<file path="src/cfg_loader_pkg.sv">
package cfg_loader_pkg;

  // ****************************************************************
  // Flash image layout
  // ****************************************************************
  localparam int          ADDR_W          = 23;
  localparam logic [22:0] USER_IMAGE_BASE = 23'h40_0000;
  localparam logic [22:0] SAFE_IMAGE_BASE = 23'h60_0000;
  localparam logic [22:0] IMAGE_REGION_SZ = 23'h20_0000;
  localparam int          IMAGE_BYTES     = 1572864;

  // ****************************************************************
  // Timing
  // ****************************************************************
  localparam int CLK_HZ            = 125000000;
  localparam int BLINK_MS          = 125;
  localparam int BLINK_CYCLES      = CLK_HZ / 1000 * BLINK_MS;
  localparam int FLASH_READ_NS     = 90;
  localparam int FLASH_READ_CYCLES = (FLASH_READ_NS * 125 + 999) / 1000;
  localparam int DONE_WAIT_CYCLES  = 64;

  // ****************************************************************
  // APB register map
  // ****************************************************************
  localparam logic [7:0] REG_CTRL    = 8'h00;
  localparam logic [7:0] REG_STATUS  = 8'h04;
  localparam logic [7:0] REG_IRQ     = 8'h08;
  localparam logic [7:0] REG_MASK    = 8'h0C;
  localparam logic [7:0] REG_ADDR    = 8'h10;

  localparam int CTRL_LOAD_USER = 0;
  localparam int CTRL_LOAD_SAFE = 1;
  localparam int CTRL_AUTO_BOOT = 2;
  localparam logic [2:0] CTRL_RESET = 3'b100;

  localparam int IRQ_DONE_USER = 0;
  localparam int IRQ_DONE_SAFE = 1;
  localparam int IRQ_USER_FAIL = 2;
  localparam int IRQ_ERROR     = 3;
  localparam int IRQ_W         = 4;

  typedef enum logic [2:0] {
    ST_IDLE   = 3'b000,
    ST_START  = 3'b001,
    ST_READ   = 3'b011,
    ST_CLKLO  = 3'b010,
    ST_CLKHI  = 3'b110,
    ST_WAIT   = 3'b111,
    ST_DONE   = 3'b101,
    ST_FAIL   = 3'b100
  } load_state_t;

endpackage

</file>
<file path="src/board_config_loader.sv">
// The APB register port and the address map are this design's own decisions.
module board_config_loader #(
  parameter int BLINK_CYC = cfg_loader_pkg::BLINK_CYCLES,
  parameter int REGION_BYTES = 2097152
) (
  input  wire  logic                              pclk,            // 125 MHz clock
  input  wire  logic                              presetn,         // Power-on reset, active low
  input  wire  logic                              clk_en,          // Freezes state when low
  input  wire  logic                              psel,            // APB select
  input  wire  logic                              penable,         // APB enable
  input  wire  logic                              pwrite,          // APB direction
  input  wire  logic [7:0]                        paddr,           // APB byte address
  input  wire  logic [31:0]                       pwdata,          // APB write data
  output logic       [31:0]                       prdata,          // APB read data
  output logic                                    pready,          // APB ready
  output logic                                    pslverr,         // APB error
  output logic                                    irq,             // Level interrupt
  input  wire  logic                              reset_and_load_button_n, // Button, low pressed
  input  wire  logic                              safe_image_button_n,     // Button, low pressed
  input  wire  logic                              reload_req_n,    // Reload request from FPGA
  output logic                                    eth_reset_n,     // Ethernet reset
  output logic                                    flash_reset_n,   // Flash reset
  output logic                                    proto1_reset_n,  // Header 1 reset
  output logic                                    proto2_reset_n,  // Header 2 reset
  output logic [cfg_loader_pkg::ADDR_W-1:0]       flash_addr,      // Flash byte address
  output logic                                    flash_oe_n,      // Flash output enable
  output logic                                    flash_ce_n,      // Flash chip enable
  input  wire  logic [7:0]                        flash_data,      // Flash read data
  output logic                                    fpga_config_n,   // Configuration start, low
  output logic                                    fpga_dclk,       // Configuration clock
  output logic [7:0]                              fpga_data,       // Configuration byte
  input  wire  logic                              fpga_status_n,   // Low on config error
  input  wire  logic                              fpga_conf_done,  // High when configured
  output logic                                    led_loading,     // Blinks while loading
  output logic                                    led_error,       // Nothing loaded
  output logic                                    led_user,        // User image
  output logic                                    led_safe         // Safe image
);
  import cfg_loader_pkg::*;

  // ****************************************************************
  // State
  // ****************************************************************
  typedef struct packed {
    logic [2:0]        s1;
    logic [2:0]        s2;
    logic [2:0]        prev;
    load_state_t       st;
    logic              safe;
    logic [ADDR_W-1:0] addr;
    logic [ADDR_W-1:0] count;
    logic [7:0]        data;
    logic [7:0]        wait_cnt;
    logic [26:0]       blink_cnt;
    logic              blink;
    logic              done_user;
    logic              done_safe;
    logic              error;
    logic              user_lit;
    logic              safe_lit;
    logic              config_n;
    logic              dclk;
    logic              oe_n;
    logic [2:0]        ctrl;
    logic [IRQ_W-1:0]  irq_st;
    logic [IRQ_W-1:0]  mask;
    logic [31:0]       rdata;
    logic              pwr_start;
    logic [1:0]        f1;
    logic [1:0]        f2;
  } state_t;

  state_t r;
  state_t next_r;

  logic [2:0] trig;
  logic       st_err;
  logic       st_done;
  logic       wr_acc;
  logic       load_safe_req;
  logic       load_user_req;
  logic [IRQ_W-1:0] ev;

  // Last byte index of one image region
  localparam logic [ADDR_W-1:0] REGION_LAST = ADDR_W'(REGION_BYTES - 1);

  // ****************************************************************
  // Next-state logic
  // ****************************************************************
  always_comb begin
    next_r  = r;
    ev      = '0;

    // ****************************************************************
    // Synchronisers and edge detect
    // ****************************************************************
    next_r.s1 = {safe_image_button_n, reload_req_n, reset_and_load_button_n};
    next_r.s2 = r.s1;
    next_r.f1 = {fpga_conf_done, fpga_status_n};
    next_r.f2 = r.f1;
    next_r.prev = r.s2;
    st_err  = ~r.f2[0];
    st_done = r.f2[1];
    // Falling edges: bit0 reset-and-load, bit1 reload request, bit2 safe
    trig    = r.prev & ~r.s2;
    wr_acc  = psel & penable & pwrite;
    load_safe_req = trig[2] || (wr_acc && paddr == REG_CTRL && pwdata[CTRL_LOAD_SAFE]);
    load_user_req = trig[0] || trig[1] || r.pwr_start
                    || (wr_acc && paddr == REG_CTRL && pwdata[CTRL_LOAD_USER]);
    next_r.pwr_start = 1'b0;

    // ****************************************************************
    // Load sequencer
    // ****************************************************************
    unique case (r.st)
      ST_IDLE: begin
        // Flash released, configuration port quiet
        next_r.config_n = 1'b1;
        next_r.dclk     = 1'b0;
        next_r.oe_n     = 1'b1;
      end
      ST_START: begin
        // Config start pulses low for one cycle
        next_r.config_n = 1'b0;
        next_r.count    = '0;
        next_r.addr     = r.safe ? SAFE_IMAGE_BASE : USER_IMAGE_BASE;
        next_r.wait_cnt = 8'(DONE_WAIT_CYCLES);
        next_r.st       = ST_READ;
        next_r.oe_n     = 1'b0;
      end
      ST_READ: begin
        next_r.config_n = 1'b1;
        next_r.dclk     = 1'b0;
        // Let the flash access time elapse
        if (r.wait_cnt > 8'(DONE_WAIT_CYCLES - FLASH_READ_CYCLES)) begin
          next_r.wait_cnt = r.wait_cnt - 8'd1;
        end else begin
          next_r.data     = flash_data;
          next_r.st       = ST_CLKLO;
        end
      end
      ST_CLKLO: begin
        // Byte stands a full cycle before the edge
        next_r.dclk = 1'b1;
        next_r.st   = ST_CLKHI;
      end
      ST_CLKHI: begin
        next_r.dclk     = 1'b0;
        next_r.wait_cnt = 8'(DONE_WAIT_CYCLES);
        // Done arrives through the synchroniser, one byte late
        if (st_done) begin
          next_r.st   = ST_DONE;
          next_r.oe_n = 1'b1;
        end else if (st_err || r.count == REGION_LAST) begin
          next_r.st = ST_FAIL;
        end else begin
          next_r.addr  = r.addr + ADDR_W'(1);
          next_r.count = r.count + ADDR_W'(1);
          next_r.st    = ST_READ;
        end
      end
      ST_DONE: begin
        next_r.oe_n = 1'b1;
        if (r.safe) begin
          next_r.done_safe = 1'b1;
          ev[IRQ_DONE_SAFE] = 1'b1;
        end else begin
          next_r.done_user = 1'b1;
          ev[IRQ_DONE_USER] = 1'b1;
        end
        next_r.st = ST_IDLE;
      end
      ST_FAIL: begin
        next_r.oe_n = 1'b1;
        // Only one fallback, then give up
        if (!r.safe) begin
          next_r.safe = 1'b1;
          ev[IRQ_USER_FAIL] = 1'b1;
          next_r.st = ST_START;
        end else begin
          next_r.error = 1'b1;
          ev[IRQ_ERROR] = 1'b1;
          next_r.st = ST_IDLE;
        end
      end
      default: next_r.st = ST_IDLE;
    endcase

    // ****************************************************************
    // Start requests, safe button takes precedence
    // ****************************************************************
    if (load_safe_req) begin
      next_r.safe = 1'b1;
      next_r.st   = ST_START;
      next_r.done_user = 1'b0;
      next_r.done_safe = 1'b0;
      next_r.error     = 1'b0;
    end else if (load_user_req) begin
      next_r.safe = 1'b0;
      next_r.st   = ST_START;
      next_r.done_user = 1'b0;
      next_r.done_safe = 1'b0;
      next_r.error     = 1'b0;
    end

    // ****************************************************************
    // Power-on load never held off, since reset sets auto boot (CTRL_RESET)
    // ****************************************************************
    if (r.pwr_start && !r.ctrl[CTRL_AUTO_BOOT]) begin
      next_r.st = ST_IDLE;
    end

    // ****************************************************************
    // Loading indicator
    // ****************************************************************
    if (r.st != ST_IDLE) begin
      if (r.blink_cnt == 27'(BLINK_CYC - 1)) begin
        next_r.blink_cnt = '0;
        next_r.blink     = ~r.blink;
      end else begin
        next_r.blink_cnt = r.blink_cnt + 27'd1;
      end
    end else begin
      next_r.blink_cnt = '0;
      next_r.blink     = 1'b0;
    end

    // ****************************************************************
    // Register writes
    // ****************************************************************
    if (wr_acc && paddr == REG_CTRL) begin
      next_r.ctrl = pwdata[2:0];
    end
    if (wr_acc && paddr == REG_MASK) begin
      next_r.mask = pwdata[IRQ_W-1:0];
    end

    // ****************************************************************
    // Interrupt status, set wins over clear
    // ****************************************************************
    if (wr_acc && paddr == REG_IRQ) begin
      next_r.irq_st = (r.irq_st & ~pwdata[IRQ_W-1:0]) | ev;
    end else begin
      next_r.irq_st = r.irq_st | ev;
    end

    // ****************************************************************
    // Read data, latched in the setup cycle
    // ****************************************************************
    next_r.rdata = '0;
    if (psel && !penable && !pwrite) begin
      unique case (paddr)
        REG_CTRL:   next_r.rdata = {29'd0, r.ctrl};
        REG_STATUS: next_r.rdata = {23'd0, r.f2, r.st, r.safe,
                                    r.done_user, r.done_safe, r.error};
        REG_IRQ:    next_r.rdata = {28'd0, r.irq_st};
        REG_MASK:   next_r.rdata = {28'd0, r.mask};
        REG_ADDR:   next_r.rdata = {9'd0, r.addr};
        default:    next_r.rdata = '0;
      endcase
    end

    // ****************************************************************
    // Image indicators follow the next state
    // ****************************************************************
    next_r.user_lit = ~next_r.safe && (next_r.st != ST_IDLE || next_r.done_user);
    next_r.safe_lit = next_r.safe && (next_r.st != ST_IDLE || next_r.done_safe);
  end

  // ****************************************************************
  // Registers
  // ****************************************************************
  always_ff @(posedge pclk or negedge presetn) begin
    if (!presetn) begin
      r           <= '0;
      // Pins idle high, so no false edge after reset
      r.s1        <= 3'b111;
      r.s2        <= 3'b111;
      r.prev      <= 3'b111;
      r.st        <= ST_IDLE;
      r.config_n  <= 1'b1;
      r.oe_n      <= 1'b1;
      r.ctrl      <= CTRL_RESET;
      r.f1        <= 2'b01;
      r.f2        <= 2'b01;
      r.pwr_start <= 1'b1;
    end else if (clk_en) begin
      // Low enable freezes every flop
      r <= next_r;
    end
  end

  // ****************************************************************
  // Outputs
  // ****************************************************************
  assign eth_reset_n    = presetn;
  assign flash_reset_n  = presetn;
  assign proto1_reset_n = presetn;
  assign proto2_reset_n = presetn;

  // ****************************************************************
  // Flash and configuration port
  // ****************************************************************
  assign flash_addr     = r.addr;
  assign flash_oe_n     = r.oe_n;
  assign flash_ce_n     = r.oe_n;
  assign fpga_config_n  = r.config_n;
  assign fpga_dclk      = r.dclk;
  assign fpga_data      = r.data;

  // ****************************************************************
  // Indicators
  // ****************************************************************
  assign led_loading    = r.blink;
  assign led_error      = r.error;
  assign led_user       = r.user_lit;
  assign led_safe       = r.safe_lit;

  // ****************************************************************
  // Register bus and interrupt
  // ****************************************************************
  assign prdata         = r.rdata;
  assign pready         = 1'b1;
  assign pslverr        = 1'b0;
  assign irq            = |(r.irq_st & r.mask);

endmodule // board_config_loader

</file>
<file path="config.mk">
export PLATFORM = sky130hd
export DESIGN_NAME = board_config_loader
export DESIGN_NICKNAME = d
export VERILOG_FILES = /design/src/cfg_loader_pkg.sv /design/src/board_config_loader.sv
export SDC_FILE = /design/constraint.sdc
export NUM_CORES = 1
export LEC_CHECK = 0
export ABC_AREA = 1
export CORE_MARGIN = 2
export CORE_UTILIZATION = 60
export DETAILED_ROUTE_END_ITERATION = 12
export DONT_BUFFER_PORTS = 1
export GPL_ROUTABILITY_DRIVEN = 1
export HOLD_SLACK_MARGIN = 0.12
export PLACE_DENSITY = 0.74
export SLEW_MARGIN = 0
export SYNTH_ARGS = -nofsm -noshare
export SYNTH_HDL_FRONTEND = slang
export SYNTH_SLANG_ARGS = --single-unit
</file>
<file path="constraint.sdc">
create_clock -name pclk -period 2.5 [get_ports pclk]
set_input_delay 0.125 -clock pclk [delete_from_list [all_inputs] [get_ports pclk]]
set_output_delay 0.125 -clock pclk [all_outputs]
set_load 0.01 [all_outputs]
</file>
# Yosys cells after proc, flatten, opt, wreduce, memory -nomap -nowiden
# Cells that the tools add are included.
[word_totals] register_bits=159
[classes] add_sub_neg=4 magnitude_cmp=1 reduce_logical=46 n_mux=36 bitwise_logic=13 eq_ne=17
[op_table] op="$pmux 23 s5" n=1
[op_table] op="$mux 46" n=2
[op_table] op="$pmux 46 s2" n=1
[op_table] op="$add 23x1->23 const B" n=2
[op_table] op="$mux 28" n=1
[op_table] op="$add 27x1->27 const B" n=1
[op_table] op="$eq 27x24->1 const B" n=1
[op_table] op="$mux 27" n=1
[op_table] op="$eq 23x21->1 const B" n=1
[op_table] op="$mux 23" n=1
[op_table] op="$mux 22" n=1
[op_table] op="$mux 3" n=6
[op_table] op="$pmux 3 s6" n=1
[op_table] op="$eq 8x4->1 const B" n=2
[op_table] op="$pmux 8 s2" n=1
[op_table] op="$reduce_bool 3->1" n=5
[op_table] op="$mux 4" n=3
[op_table] op="$reduce_and 3->1" n=4
[op_table] op="$logic_and 1x1->1" n=10
[op_table] op="$mux 1" n=10
[op_table] op="$reduce_and 2->1" n=5
[op_table] op="$eq 3x3->1 const B" n=3
[op_table] op="$and 4x4->4" n=2
[op_table] op="$eq 8x3->1 const B" n=1
[op_table] op="26 further kinds" n=51

# Logic depth before layout (Yosys ltp)
# Gate-level depths: netlist of run 1.
[depth] ltp_word=11 ltp_mapped=14 ltp_nobuf=14

# Worst setup path before layout of run 1
# OpenSTA, ideal clock, no wires.
[synth_path] kind="register to register" start="register r[100] (netlist bit)" end="register r[111] (netlist bit)" period_less_slack_ns=1.794 arrival_ns=1.673 path_stages_with_launch=14 path_slack_ns=0.706 n_path_buf=1 setup_ns=0.121 t_required_ns=2.379 path_cell_list="dfrtp_1 -> ha_1 -> nand2_1 -> nor2_2 -> nand2_2 -> nor2_4 -> nand2_2 -> nand3_2 -> nand2_4 -> nand2_8 -> buf_6 -> nor2_1 -> o21ai_0 -> nor2_1"
[synth_between] elab_chain_cells=4 elab_cells_between_ends=8 classes_between="1 x add/sub; 2 x eq/ne; 3 x mux; 2 x reduce/logical"
[synth_rtl] element="start: declaration" line="board_config_loader.sv:73" rtl="state_t r;"
[synth_rtl] element="start signal: assignment" line="board_config_loader.sv:289" rtl="r <= next_r;"
[synth_rtl] element="$add 23x1->23 or $eq 23x21->1 (tied branches)" line="board_config_loader.sv:158, board_config_loader.sv:154"
[synth_rtl] element="$mux 46 or $logic_or 1x1->1 (tied branches)" line="board_config_loader.sv:154" rtl="end else if (st_err || r.count == REGION_LAST) begin"
[synth_rtl] element="$mux 46 or $ne 2x2->1 (tied branches)"
[synth_rtl] element="$pmux 46 s2 or $reduce_and 4->1 (tied branches)"
# Parallel ways exist; a longest one is shown, timed or not. The select of a mux whose other input is x is not followed.
# A chain may end at the register's enable or synchronous reset.

# Worst setup path after layout of run 1
[layout_path] start="register r[100] (netlist bit)" end="register r, in the netlist flash_addr[15]"
[layout_between] elab_chain_cells=4
[layout_rtl] element="$eq 23x21->1" line="board_config_loader.sv:154"
[layout_rtl] element="$logic_or 1x1->1" line="board_config_loader.sv:154"
[layout_rtl] element="$ne 2x2->1 (no source line)"
[layout_rtl] element="$reduce_and 4->1 (no source line)"
# No other way between the ends.

==> results.sh, run 1 <==
export IMPL_outcome="finished, violations left"
export IMPL_violations="hold timing"
export IMPL_ctsHtreeMaxLevel=4
export IMPL_synthTopCellsByCount="nand2_1, dfrtp_1, nor2_1"
export IMPL_hp_class="primary input to async pin"
export IMPL_drtIter0Drc=560
export IMPL_synth_area_leader_cell="dfrtp_1"
export IMPL_ys_warn_count=0
export IMPL_core_area_mm2=0.0139
export IMPL_antenna_left=0
export IMPL_netlist_area_mm2=0.00855
export IMPL_ys_flop_type="dfrtp_1"
export IMPL_grt_max_degree=155
export IMPL_clk_latency_ns=0.42
export IMPL_crit_path_end_kind="flip-flop"
export IMPL_synthCells=1114
export IMPL_grt_pass1_wl_mm=31.4
export IMPL_setup_worst_path_start_class="flip-flop"
export IMPL_synth_cell_types=50
export IMPL_finalCriticalPeriod_ns=2.21
export IMPL_antenna_found_initial=0
export IMPL_setup_violations=0
export IMPL_fin_nets=1143
export IMPL_dpl_hpwl_mm=13.4
export IMPL_worstSetupPathType="flip-flop to flip-flop"
export IMPL_clk_path_buf_depth=2
export IMPL_synth_top_area_frac=0.395
export IMPL_worst_ep_arrival_time_ns=2.52
export IMPL_syn2layout_area_growth_pct=5.78
export IMPL_grt_pass1_vias=6703
export IMPL_ctsHoldBuffers=25
export IMPL_routed_wl_mm=19.0
export IMPL_cts_sinks=150
export IMPL_rrSetupSlack_ns=0.29
export IMPL_vdd_ir_drop_max_v=0.000559
export IMPL_p_total_mw=6.59
export IMPL_cts_tree="yes"
export IMPL_crit_required_ns=2.81
export IMPL_initial_core_util=0.616
export IMPL_grt_overflow_total=0
export IMPL_hold_viol_final=150
export IMPL_synth_edf_count=0
export IMPL_post_synth_cell_area_avg_um2=7.67
export IMPL_num_rows=43
export IMPL_antennaDiodeCount=0
export IMPL_r2r_start="r[100]"
export IMPL_drt_pass1_iterations=5
export IMPL_cts_made_buffers=17
export IMPL_portBuffers=0
export IMPL_grt_setup_unrepaired="no"
export IMPL_synthMostInstantiatedCell="nand2_1"
export IMPL_post_route_drc_count=0
export IMPL_max_slew_margin_rel=0.552
export IMPL_post_cts_buffers=0
export IMPL_fin_hold_ws_ns=-0.597
export IMPL_cts_root_buf="clkbuf_16"
export IMPL_cap_viol_max_count=0
export IMPL_ioPinCount=137
export IMPL_critPathMaxFanout=35
export IMPL_clkTransAtPathRegs_ns=0.06
export IMPL_finClkSkew_ns=0.00787
export IMPL_synth_seq_area_share=0.441
export IMPL_worst_pin_slew_ns=0.666
export IMPL_die_height_um=123
export IMPL_gp_congestion=0.937
export IMPL_r2r_end="flash_addr[15]"
export IMPL_synth_area_leaders="dfrtp_1, nand2_1, buf_4"
export IMPL_p_leak_nw=3.98
export IMPL_die_x_um=123
export IMPL_synthArstFlopShare=1.00
export IMPL_setup_tns_final_ns=0
export IMPL_power_density_mw_per_mm2=729
export IMPL_detail_route_wl_per_cell_um=14.9
export IMPL_drive_gt1_frac=0.0778
export IMPL_n_fill_cell=1177
export IMPL_slew_viol_final=0
export IMPL_groute_usage_overall=0.262
export IMPL_die_area_mm2=0.0152
export IMPL_max_freq_ghz=0.453
export IMPL_via_per_inst=5.56
export IMPL_min_period_over_period=0.883
export IMPL_num_vias=7075
export IMPL_r2r_worst_path_cells=14
export IMPL_synth_seq_cells=150
cell families (layout without fill, tap and decap cells):
logic type	Yosys count	in the layout	share of synthesized area
AND/OR/NAND/NOR	544	544	0.278
buffers and inverters	229	198	0.136
flip-flops	150	150	0.441
AO/OA/AOI/OAI	149	149	0.0976
XOR/XNOR	27	27	0.0277
multiplexers	8	8	0.0105
adder cells (fa/ha/maj)	5	5	0.00732
other	2	11	0.000879
metrics by stage:
stage               instances   util  worst slack [ns]  cell area, um^2  hold WS, ns
floorplan                1123      -             0.706             8580       -0.171
global placement         1215  0.591             0.345             8210       -0.164
detailed placement       1215  0.591             0.285             8210       -0.163
CTS                      1272  0.651             0.293             9040       -0.610
global route             1272  0.651            0.0657             9040       -0.616
finish                   1272  0.651             0.294             9040       -0.597
worst max-delay path: stages, from the launching register on:
cell      delay [ns]
dfrtp_1         0.41
ha_1            0.21
nand2_1         0.09
nor2_2          0.22
nand2_2         0.13
nor2_4          0.14
nand2_2         0.09
nand3_2         0.10
nand2_4         0.08
nand2_8         0.20
inv_6           0.14
nand3b_1        0.13
nand2_1         0.06
nand2_1         0.05
nor2_1          0.04
cell usage in the layout, fill, tap and decap left out, types with 11 or more instances in the layout:
cell type        n
nor3_1          41
a21oi_1         29
dlygate4sd3_1   24
nor2_1         130
nand4_1         32
inv_1          128
conb_1          11
o21ai_0         89
dfstp_2         15
nand2_1        249
clkbuf_16       17
nand3_1         65
xor2_1          26
dfrtp_1        135
sequential cells by signal, indices dropped and copies added (netlist names):
| register | cells |
|---|---|
| next_r | 8 |
| led_user | 1 |
| led_error | 1 |
| flash_addr | 23 |
| flash_ce_n | 1 |
| r | 81 |
| led_loading | 1 |
| fpga_dclk | 1 |
| led_safe | 1 |
| fpga_config_n | 1 |
| prdata | 23 |
| fpga_data | 8 |
worst max-delay path by stage:
stage / from / end / slack [ns] / depth (start not counted)
after floorplan: r[100] / r[111] / 0.71 / 13
after global placement: r[100] / flash_addr[15] / 0.34 / 14
after detailed placement: r[100] / r[102] / 0.28 / 12
after CTS: r[100] / r[102] / 0.29 / 12
after global routing: r[100] / flash_addr[11] / 0.07 / 13
final: r[100] / flash_addr[15] / 0.29 / 14
timing repair:
action | in CTS | in global routing
endpoints found under the hold margin | 216 | 150
endpoints found under the setup margin | 0 | 0
gates resized for setup | 0 | 0
layout make-up:
class,instances,area (um^2),area share
Sequential cell,150,3770,0.417
Timing Repair Buffer,33,320,0.0354
Tap cell,180,225,0.0249
Multi-Input combinational cell,744,3640,0.403
Inverter,133,504,0.0558
Clock buffer,20,457,0.0505
Clock inverter,12,119,0.0131
power breakdown:
group	internal [mW]	switching, mW	leakage, nW	total, mW
logic	0.374	0.709	1.72	1.08
clock network	1.44	1.02	0.279	2.46
registers	2.74	0.314	1.99	3.05
total	4.55	2.04	3.98	6.59
routing by layer:
layer,track usage,wire length [um],share of wire,vias up
li1,-,-,-,3479
met1,0.338,8210,0.43,3338
met3,0.0595,1290,0.068,31
met4,0.0881,293,0.015,0
met2,0.435,9170,0.48,227
met5,0,0,0,-
Note: power is estimated with default switching activity, not from simulation.
==> run 2: changes to the inputs <==
--- a/config.mk
+++ b/config.mk
@@ -12,4 +12,5 @@
 export DONT_BUFFER_PORTS = 1
 export GPL_ROUTABILITY_DRIVEN = 1
+export GPL_TIMING_DRIVEN = 1
 export HOLD_SLACK_MARGIN = 0.12
 export PLACE_DENSITY = 0.74
==> constraint.sdc (replaced) <==
create_clock -name pclk -period 2.5 [get_ports pclk]
set_input_delay 0.25 -clock pclk [delete_from_list [all_inputs] [get_ports pclk]]
set_output_delay 0.25 -clock pclk [all_outputs]
set_load 0.01 [all_outputs]
==> results.sh, run 2 (same netlist as run 1, synthesis figures left out) <==
export IMPL_min_period_over_period=0.895
export IMPL_clkTransAtPathRegs_ns=0.06
export IMPL_hold_viol_final=150
export IMPL_post_route_drc_count=0
export IMPL_regMostFlops="r"
export IMPL_cts_tree="yes"
export IMPL_r2r_start="r[100]"
export IMPL_drt_pass1_iterations=5
export IMPL_post_cts_buffers=0
export IMPL_drive_gt1_frac=0.0781
export IMPL_outcome="finished, violations left"
export IMPL_pwr_share_seq=0.457
export IMPL_dp_cells=1216
export IMPL_detail_route_wl_per_cell_um=14.9
export IMPL_ctsHtreeMaxLevel=4
export IMPL_fin_hold_ws_ns=-0.476
export IMPL_worstSetupPathType="flip-flop to flip-flop"
export IMPL_dpl_hpwl_mm=13.4
export IMPL_critPathMaxFanout=34
export IMPL_cap_viol_max_count=0
export IMPL_portBuffers=0
export IMPL_num_rows=43
export IMPL_cts_sinks=150
export IMPL_fin_nets=1139
export IMPL_num_vias=6986
export IMPL_routed_wl_mm=18.9
export IMPL_grt_overflow_total=0
export IMPL_cts_made_buffers=17
export IMPL_setup_worst_path_start_class="flip-flop"
export IMPL_largest_register_ffs=81
export IMPL_antenna_left=0
export IMPL_syn2layout_area_growth_pct=5.31
export IMPL_final_common_cell="nand2_1"
export IMPL_core_area_mm2=0.0139
export IMPL_hp_class="primary input to async pin"
export IMPL_max_freq_ghz=0.447
export IMPL_p_leak_nw=3.96
export IMPL_setup_violations=0
export IMPL_grt_setup_unrepaired="no"
export IMPL_die_height_um=123
export IMPL_clk_path_buf_depth=2
export IMPL_power_frac_comb=0.163
export IMPL_p_int_mw=4.59
export IMPL_finClkSkew_ns=0.0106
export IMPL_drtIter0Drc=548
export IMPL_cts_root_buf="clkbuf_16"
export IMPL_grt_max_degree=155
export IMPL_p_switching_mw=2.06
export IMPL_vdd_ir_drop_max_v=0.000533
export IMPL_max_slew_margin_rel=0.444
export IMPL_violations="hold timing"
export IMPL_instances_no_fill=1268
export IMPL_gp_congestion=0.901
export IMPL_clkPwrFrac=0.380
export IMPL_worst_ep_arrival_time_ns=2.59
export IMPL_grt_pass1_wl_mm=31.5
export IMPL_via_per_inst=5.51
export IMPL_clk_latency_ns=0.43
export IMPL_groute_usage_overall=0.263
export IMPL_cts_resized=0
export IMPL_ioPinCount=137
export IMPL_crit_path_end_kind="flip-flop"
export IMPL_die_x_um=123
export IMPL_power_density_mw_per_mm2=739
export IMPL_crit_start="r[100]"
export IMPL_crit_required_ns=2.85
export IMPL_ctsHoldBuffers=20
export IMPL_die_area_mm2=0.0152
export IMPL_antennaDiodeCount=0
export IMPL_initial_core_util=0.616
export IMPL_most_common_layout_cells="nand2_1, dfrtp_1, nor2_1"
export IMPL_worst_pin_slew_ns=0.833
export IMPL_setup_tns_final_ns=0
export IMPL_finalCriticalPeriod_ns=2.24
export IMPL_grt_pass1_vias=6567
export IMPL_antenna_found_initial=0
export IMPL_slew_viol_final=0
export IMPL_sw_frac_of_total=0.310
-- run 2: changes by cell type in the layout (fill, tap and decap cells not counted) --
| cell | change |
|---|---|
| bufinv_16 | +1 |
| clkinvlp_4 | +1 |
| clkinv_4 | -1 |
| dlygate4sd3_1 | -5 |
| clkbuf_8 | -2 |
| buf_4 | +1 |
| clkbuf_1 | +1 |
| inv_8 | -1 |
| inv_6 | +1 |
-- run 2: layout make-up --
type | instances | area [um^2]
fillers | 1186 | 4880
flip-flops and latches | 150 | 3770
inverters | 133 | 504
repair buffers | 29 | 278
clock inverters | 13 | 145
clock buffers | 19 | 433
well taps | 180 | 225
multi-input cells | 744 | 3640
-- run 2: worst max-delay path, cell delays in order (launching register included) --
cell and delay [ns]:
dfrtp_1 0.43, ha_1 0.22, nand2_1 0.08, nor2_2 0.21
nand2_2 0.12, nor2_4 0.14, nand2_2 0.09, nand3_2 0.10
nand2_4 0.08, nand2_8 0.20, buf_4 0.23, o21ai_0 0.08
a21oi_1 0.16
-- run 2: path summary, 6_finish.rpt --
path | cells after the start | end | slack, ns
worst max-delay path | 12 | r[102] | 0.26
worst min-delay path | 0 | r[75] | -0.48
min in group pclk | 2 | prdata[1] | 0.13
worst min register to register | 2 | next_r[155] | 0.46
max in group asynchronous | 0 | r[47] | 2.71
worst max register to register | 12 | r[102] | 0.26
-- run 2: through the flow --
step                power, mW  setup slack (ns)  utilization  area, um^2
finish                   6.65             0.263        0.649        9000
global route             7.00            0.0244        0.649        9000
CTS                      6.67             0.280        0.649        9000
detailed placement       4.11             0.268        0.592        8210
global placement         4.08             0.319        0.592        8210
floorplan                3.99             0.706            -        8580
-- run 2: power by group through the flow --
stage               combinational (mW)  sequential (mW)  clock (mW)
floorplan                         1.04             2.95           0
global placement                  1.01             3.07           0
detailed placement                1.03             3.08           0
CTS                               1.08             3.04        2.56
global route                      1.23             3.09        2.68
finish                            1.08             3.04        2.53
-- run 2: per-layer routing --
layer  up-vias  track usage  wire, um
met1      3261        0.349      8360
met3        38       0.0563      1240
met5         -            0         0
met4         0       0.0952       398
li1       3468            -         -
met2       219        0.428      8940
==> run 3: changes to the inputs <==
ABC_AREA = 0   (was 1)
==> results.sh, run 3 <==
export IMPL_routed_wl_mm=18.1
export IMPL_drive_gt1_frac=0.141
export IMPL_violations="hold timing"
export IMPL_cts_sinks=150
export IMPL_max_stage_delay_ns=0.47
export IMPL_rrSetupSlack_ns=0.19
export IMPL_via_per_inst=6.28
export IMPL_cts_resized=0
export IMPL_p_leak_nw=3.73
export IMPL_antenna_found_initial=0
export IMPL_detail_route_wl_per_cell_um=18.8
export IMPL_hp_class="primary input to async pin"
export IMPL_max_freq_ghz=0.433
export IMPL_vdd_ir_drop_max_v=0.000502
export IMPL_die_area_mm2=0.0143
export IMPL_drtIter0Drc=622
export IMPL_grt_pass1_wl_mm=30.1
export IMPL_grt_pass1_vias=5926
export IMPL_synth_edf_count=0
export IMPL_fin_nets=840
export IMPL_synthTopCellsByCount="dfrtp_1, buf_4, nor2_1"
export IMPL_worst_pin_slew_ns=0.571
export IMPL_synth_cell_types=67
export IMPL_synthCells=813
export IMPL_post_synth_cell_area_avg_um2=9.88
export IMPL_ys_flop_type="dfrtp_1"
export IMPL_finalCriticalPeriod_ns=2.31
export IMPL_dpl_hpwl_mm=12.0
export IMPL_finClkSkew_ns=0.00839
export IMPL_setup_violations=0
export IMPL_path_cells="ha_1 > and4_1 > and4_1 > and2_1 > o21ai_2 > nand3_1 > mux2i_1"
export IMPL_crit_path_end_kind="flip-flop"
export IMPL_multi_input_area_mm2=0.00353
export IMPL_worstSetupPathType="flip-flop to flip-flop"
export IMPL_final_common_cell="dfrtp_1"
export IMPL_regMostFlops="r"
export IMPL_r2r_worst_path_cells=7
export IMPL_seqCellArea_mm2=0.00377
export IMPL_critPathMaxFanout=10
export IMPL_min_period_over_period=0.924
export IMPL_initial_core_util=0.612
export IMPL_grt_setup_unrepaired="no"
export IMPL_ioPinCount=137
export IMPL_synth_top_area_frac=0.420
export IMPL_gp_congestion=0.864
export IMPL_r2r_start="r[100]"
export IMPL_post_cts_buffers=0
export IMPL_drt_pass1_iterations=5
export IMPL_clkTransAtPathRegs_ns=0.06
export IMPL_synthArstFlopShare=1.00
export IMPL_most_common_layout_cells="dfrtp_1, nor2_1, nand2_1"
export IMPL_cts_made_buffers=17
export IMPL_groute_usage_overall=0.266
export IMPL_portBuffers=0
export IMPL_synth_seq_area_share=0.469
export IMPL_r2r_end="flash_addr[13]"
export IMPL_synth_seq_cells=150
export IMPL_clk_latency_ns=0.43
export IMPL_die_height_um=120
export IMPL_core_area_mm2=0.0131
export IMPL_post_route_drc_count=0
export IMPL_cap_viol_max_count=0
export IMPL_grt_overflow_total=0
export IMPL_grt_max_degree=155
export IMPL_slew_viol_final=0
export IMPL_cts_root_buf="clkbuf_16"
export IMPL_crit_slowest_cell="o21ai_2"
export IMPL_synthMostInstantiatedCell="dfrtp_1"
export IMPL_cts_tree="yes"
export IMPL_largest_register_ffs=81
export IMPL_crit_required_ns=2.81
export IMPL_synth_area_leaders="dfrtp_1, buf_4, dfstp_2"
export IMPL_fin_hold_ws_ns=-0.488
export IMPL_setup_worst_path_start_class="flip-flop"
export IMPL_hold_viol_final=150
export IMPL_critPathMostFrequentCell="and4_1"
export IMPL_syn2layout_area_growth_pct=6.59
export IMPL_netlist_area_mm2=0.00804
export IMPL_ys_warn_count=0
export IMPL_num_rows=42
export IMPL_setup_tns_final_ns=0
export IMPL_ctsHoldBuffers=21
export IMPL_worst_ep_arrival_time_ns=2.62
export IMPL_num_vias=6056
export IMPL_clk_path_buf_depth=2
export IMPL_power_density_mw_per_mm2=778
export IMPL_die_x_um=120
export IMPL_ctsHtreeMaxLevel=4
export IMPL_synth_area_leader_cell="dfrtp_1"
export IMPL_antennaDiodeCount=0
export IMPL_antenna_left=0
export IMPL_max_slew_margin_rel=0.614
export IMPL_n_fill_cell=1067
export IMPL_outcome="finished, violations left"
run 3: logic make-up (layout without fill, tap and decap cells):
| family | count (synthesis) | after routing | synth area share |
|---|---|---|---|
| compound gates | 160 | 160 | 0.140 |
| xor+xnor | 32 | 32 | 0.0349 |
| fa+ha+maj | 5 | 5 | 0.00778 |
| buf+inv | 124 | 91 | 0.0959 |
| flops | 150 | 150 | 0.469 |
| mux | 36 | 36 | 0.0490 |
| other cells | 2 | 11 | 0.000934 |
| simple gates | 304 | 304 | 0.202 |
run 3: per-layer routing:
layer | track usage | part of all wire
met1 | 0.355 | 0.43
met2 | 0.416 | 0.47
met3 | 0.0827 | 0.081
met4 | 0.0860 | 0.017
met5 | 0 | 0
run 3: stage by stage:
| step | setup slack, ns | total power, mW | area, um^2 | utilization | std cells |
|---|---|---|---|---|---|
| 2_1_floorplan | 0.345 | 3.91 | 8070 | - | 822 |
| 3_5_place_dp | 0.194 | 4.07 | 7760 | 0.590 | 912 |
| 4_1_cts | 0.187 | 6.70 | 8570 | 0.652 | 965 |
| 6_report | 0.191 | 6.67 | 8570 | 0.652 | 965 |
| 3_3_place_gp | 0.278 | 4.02 | 7760 | 0.590 | 912 |
| 5_1_grt | 0.0338 | 6.96 | 8570 | 0.652 | 965 |
run 3: final cells by class:
type                       count  area share
tap                          176      0.0257
timing repair buffer          41      0.0447
inverter                      18     0.00789
clock inverter                14      0.0187
sequential                   150       0.440
multi-input combinational    548       0.413
clock buffer                  18      0.0501
run 3: worst max path at each step:
stage	depth (start not counted)	end	startpoint	slack, ns
floorplan	6	led_loading	r[73]	0.35
finish	7	flash_addr[13]	r[100]	0.19
detailed placement	7	flash_addr[13]	r[100]	0.19
global route	8	r[87]	r[84]	0.03
CTS	7	flash_addr[13]	r[100]	0.19
global placement	7	flash_addr[10]	r[100]	0.28
run 3: critical path, delay by kind of cell, from the launching register on:
family	cells	cell delay [ns]
compound gates	1	0.47
fa+ha+maj	1	0.25
mux	1	0.16
simple gates	4	0.91
flops	1	0.40
run 3: power by group:
part	switching, mW	internal, mW
clock	1.02	1.56
combinational	0.598	0.451
sequential	0.327	2.71
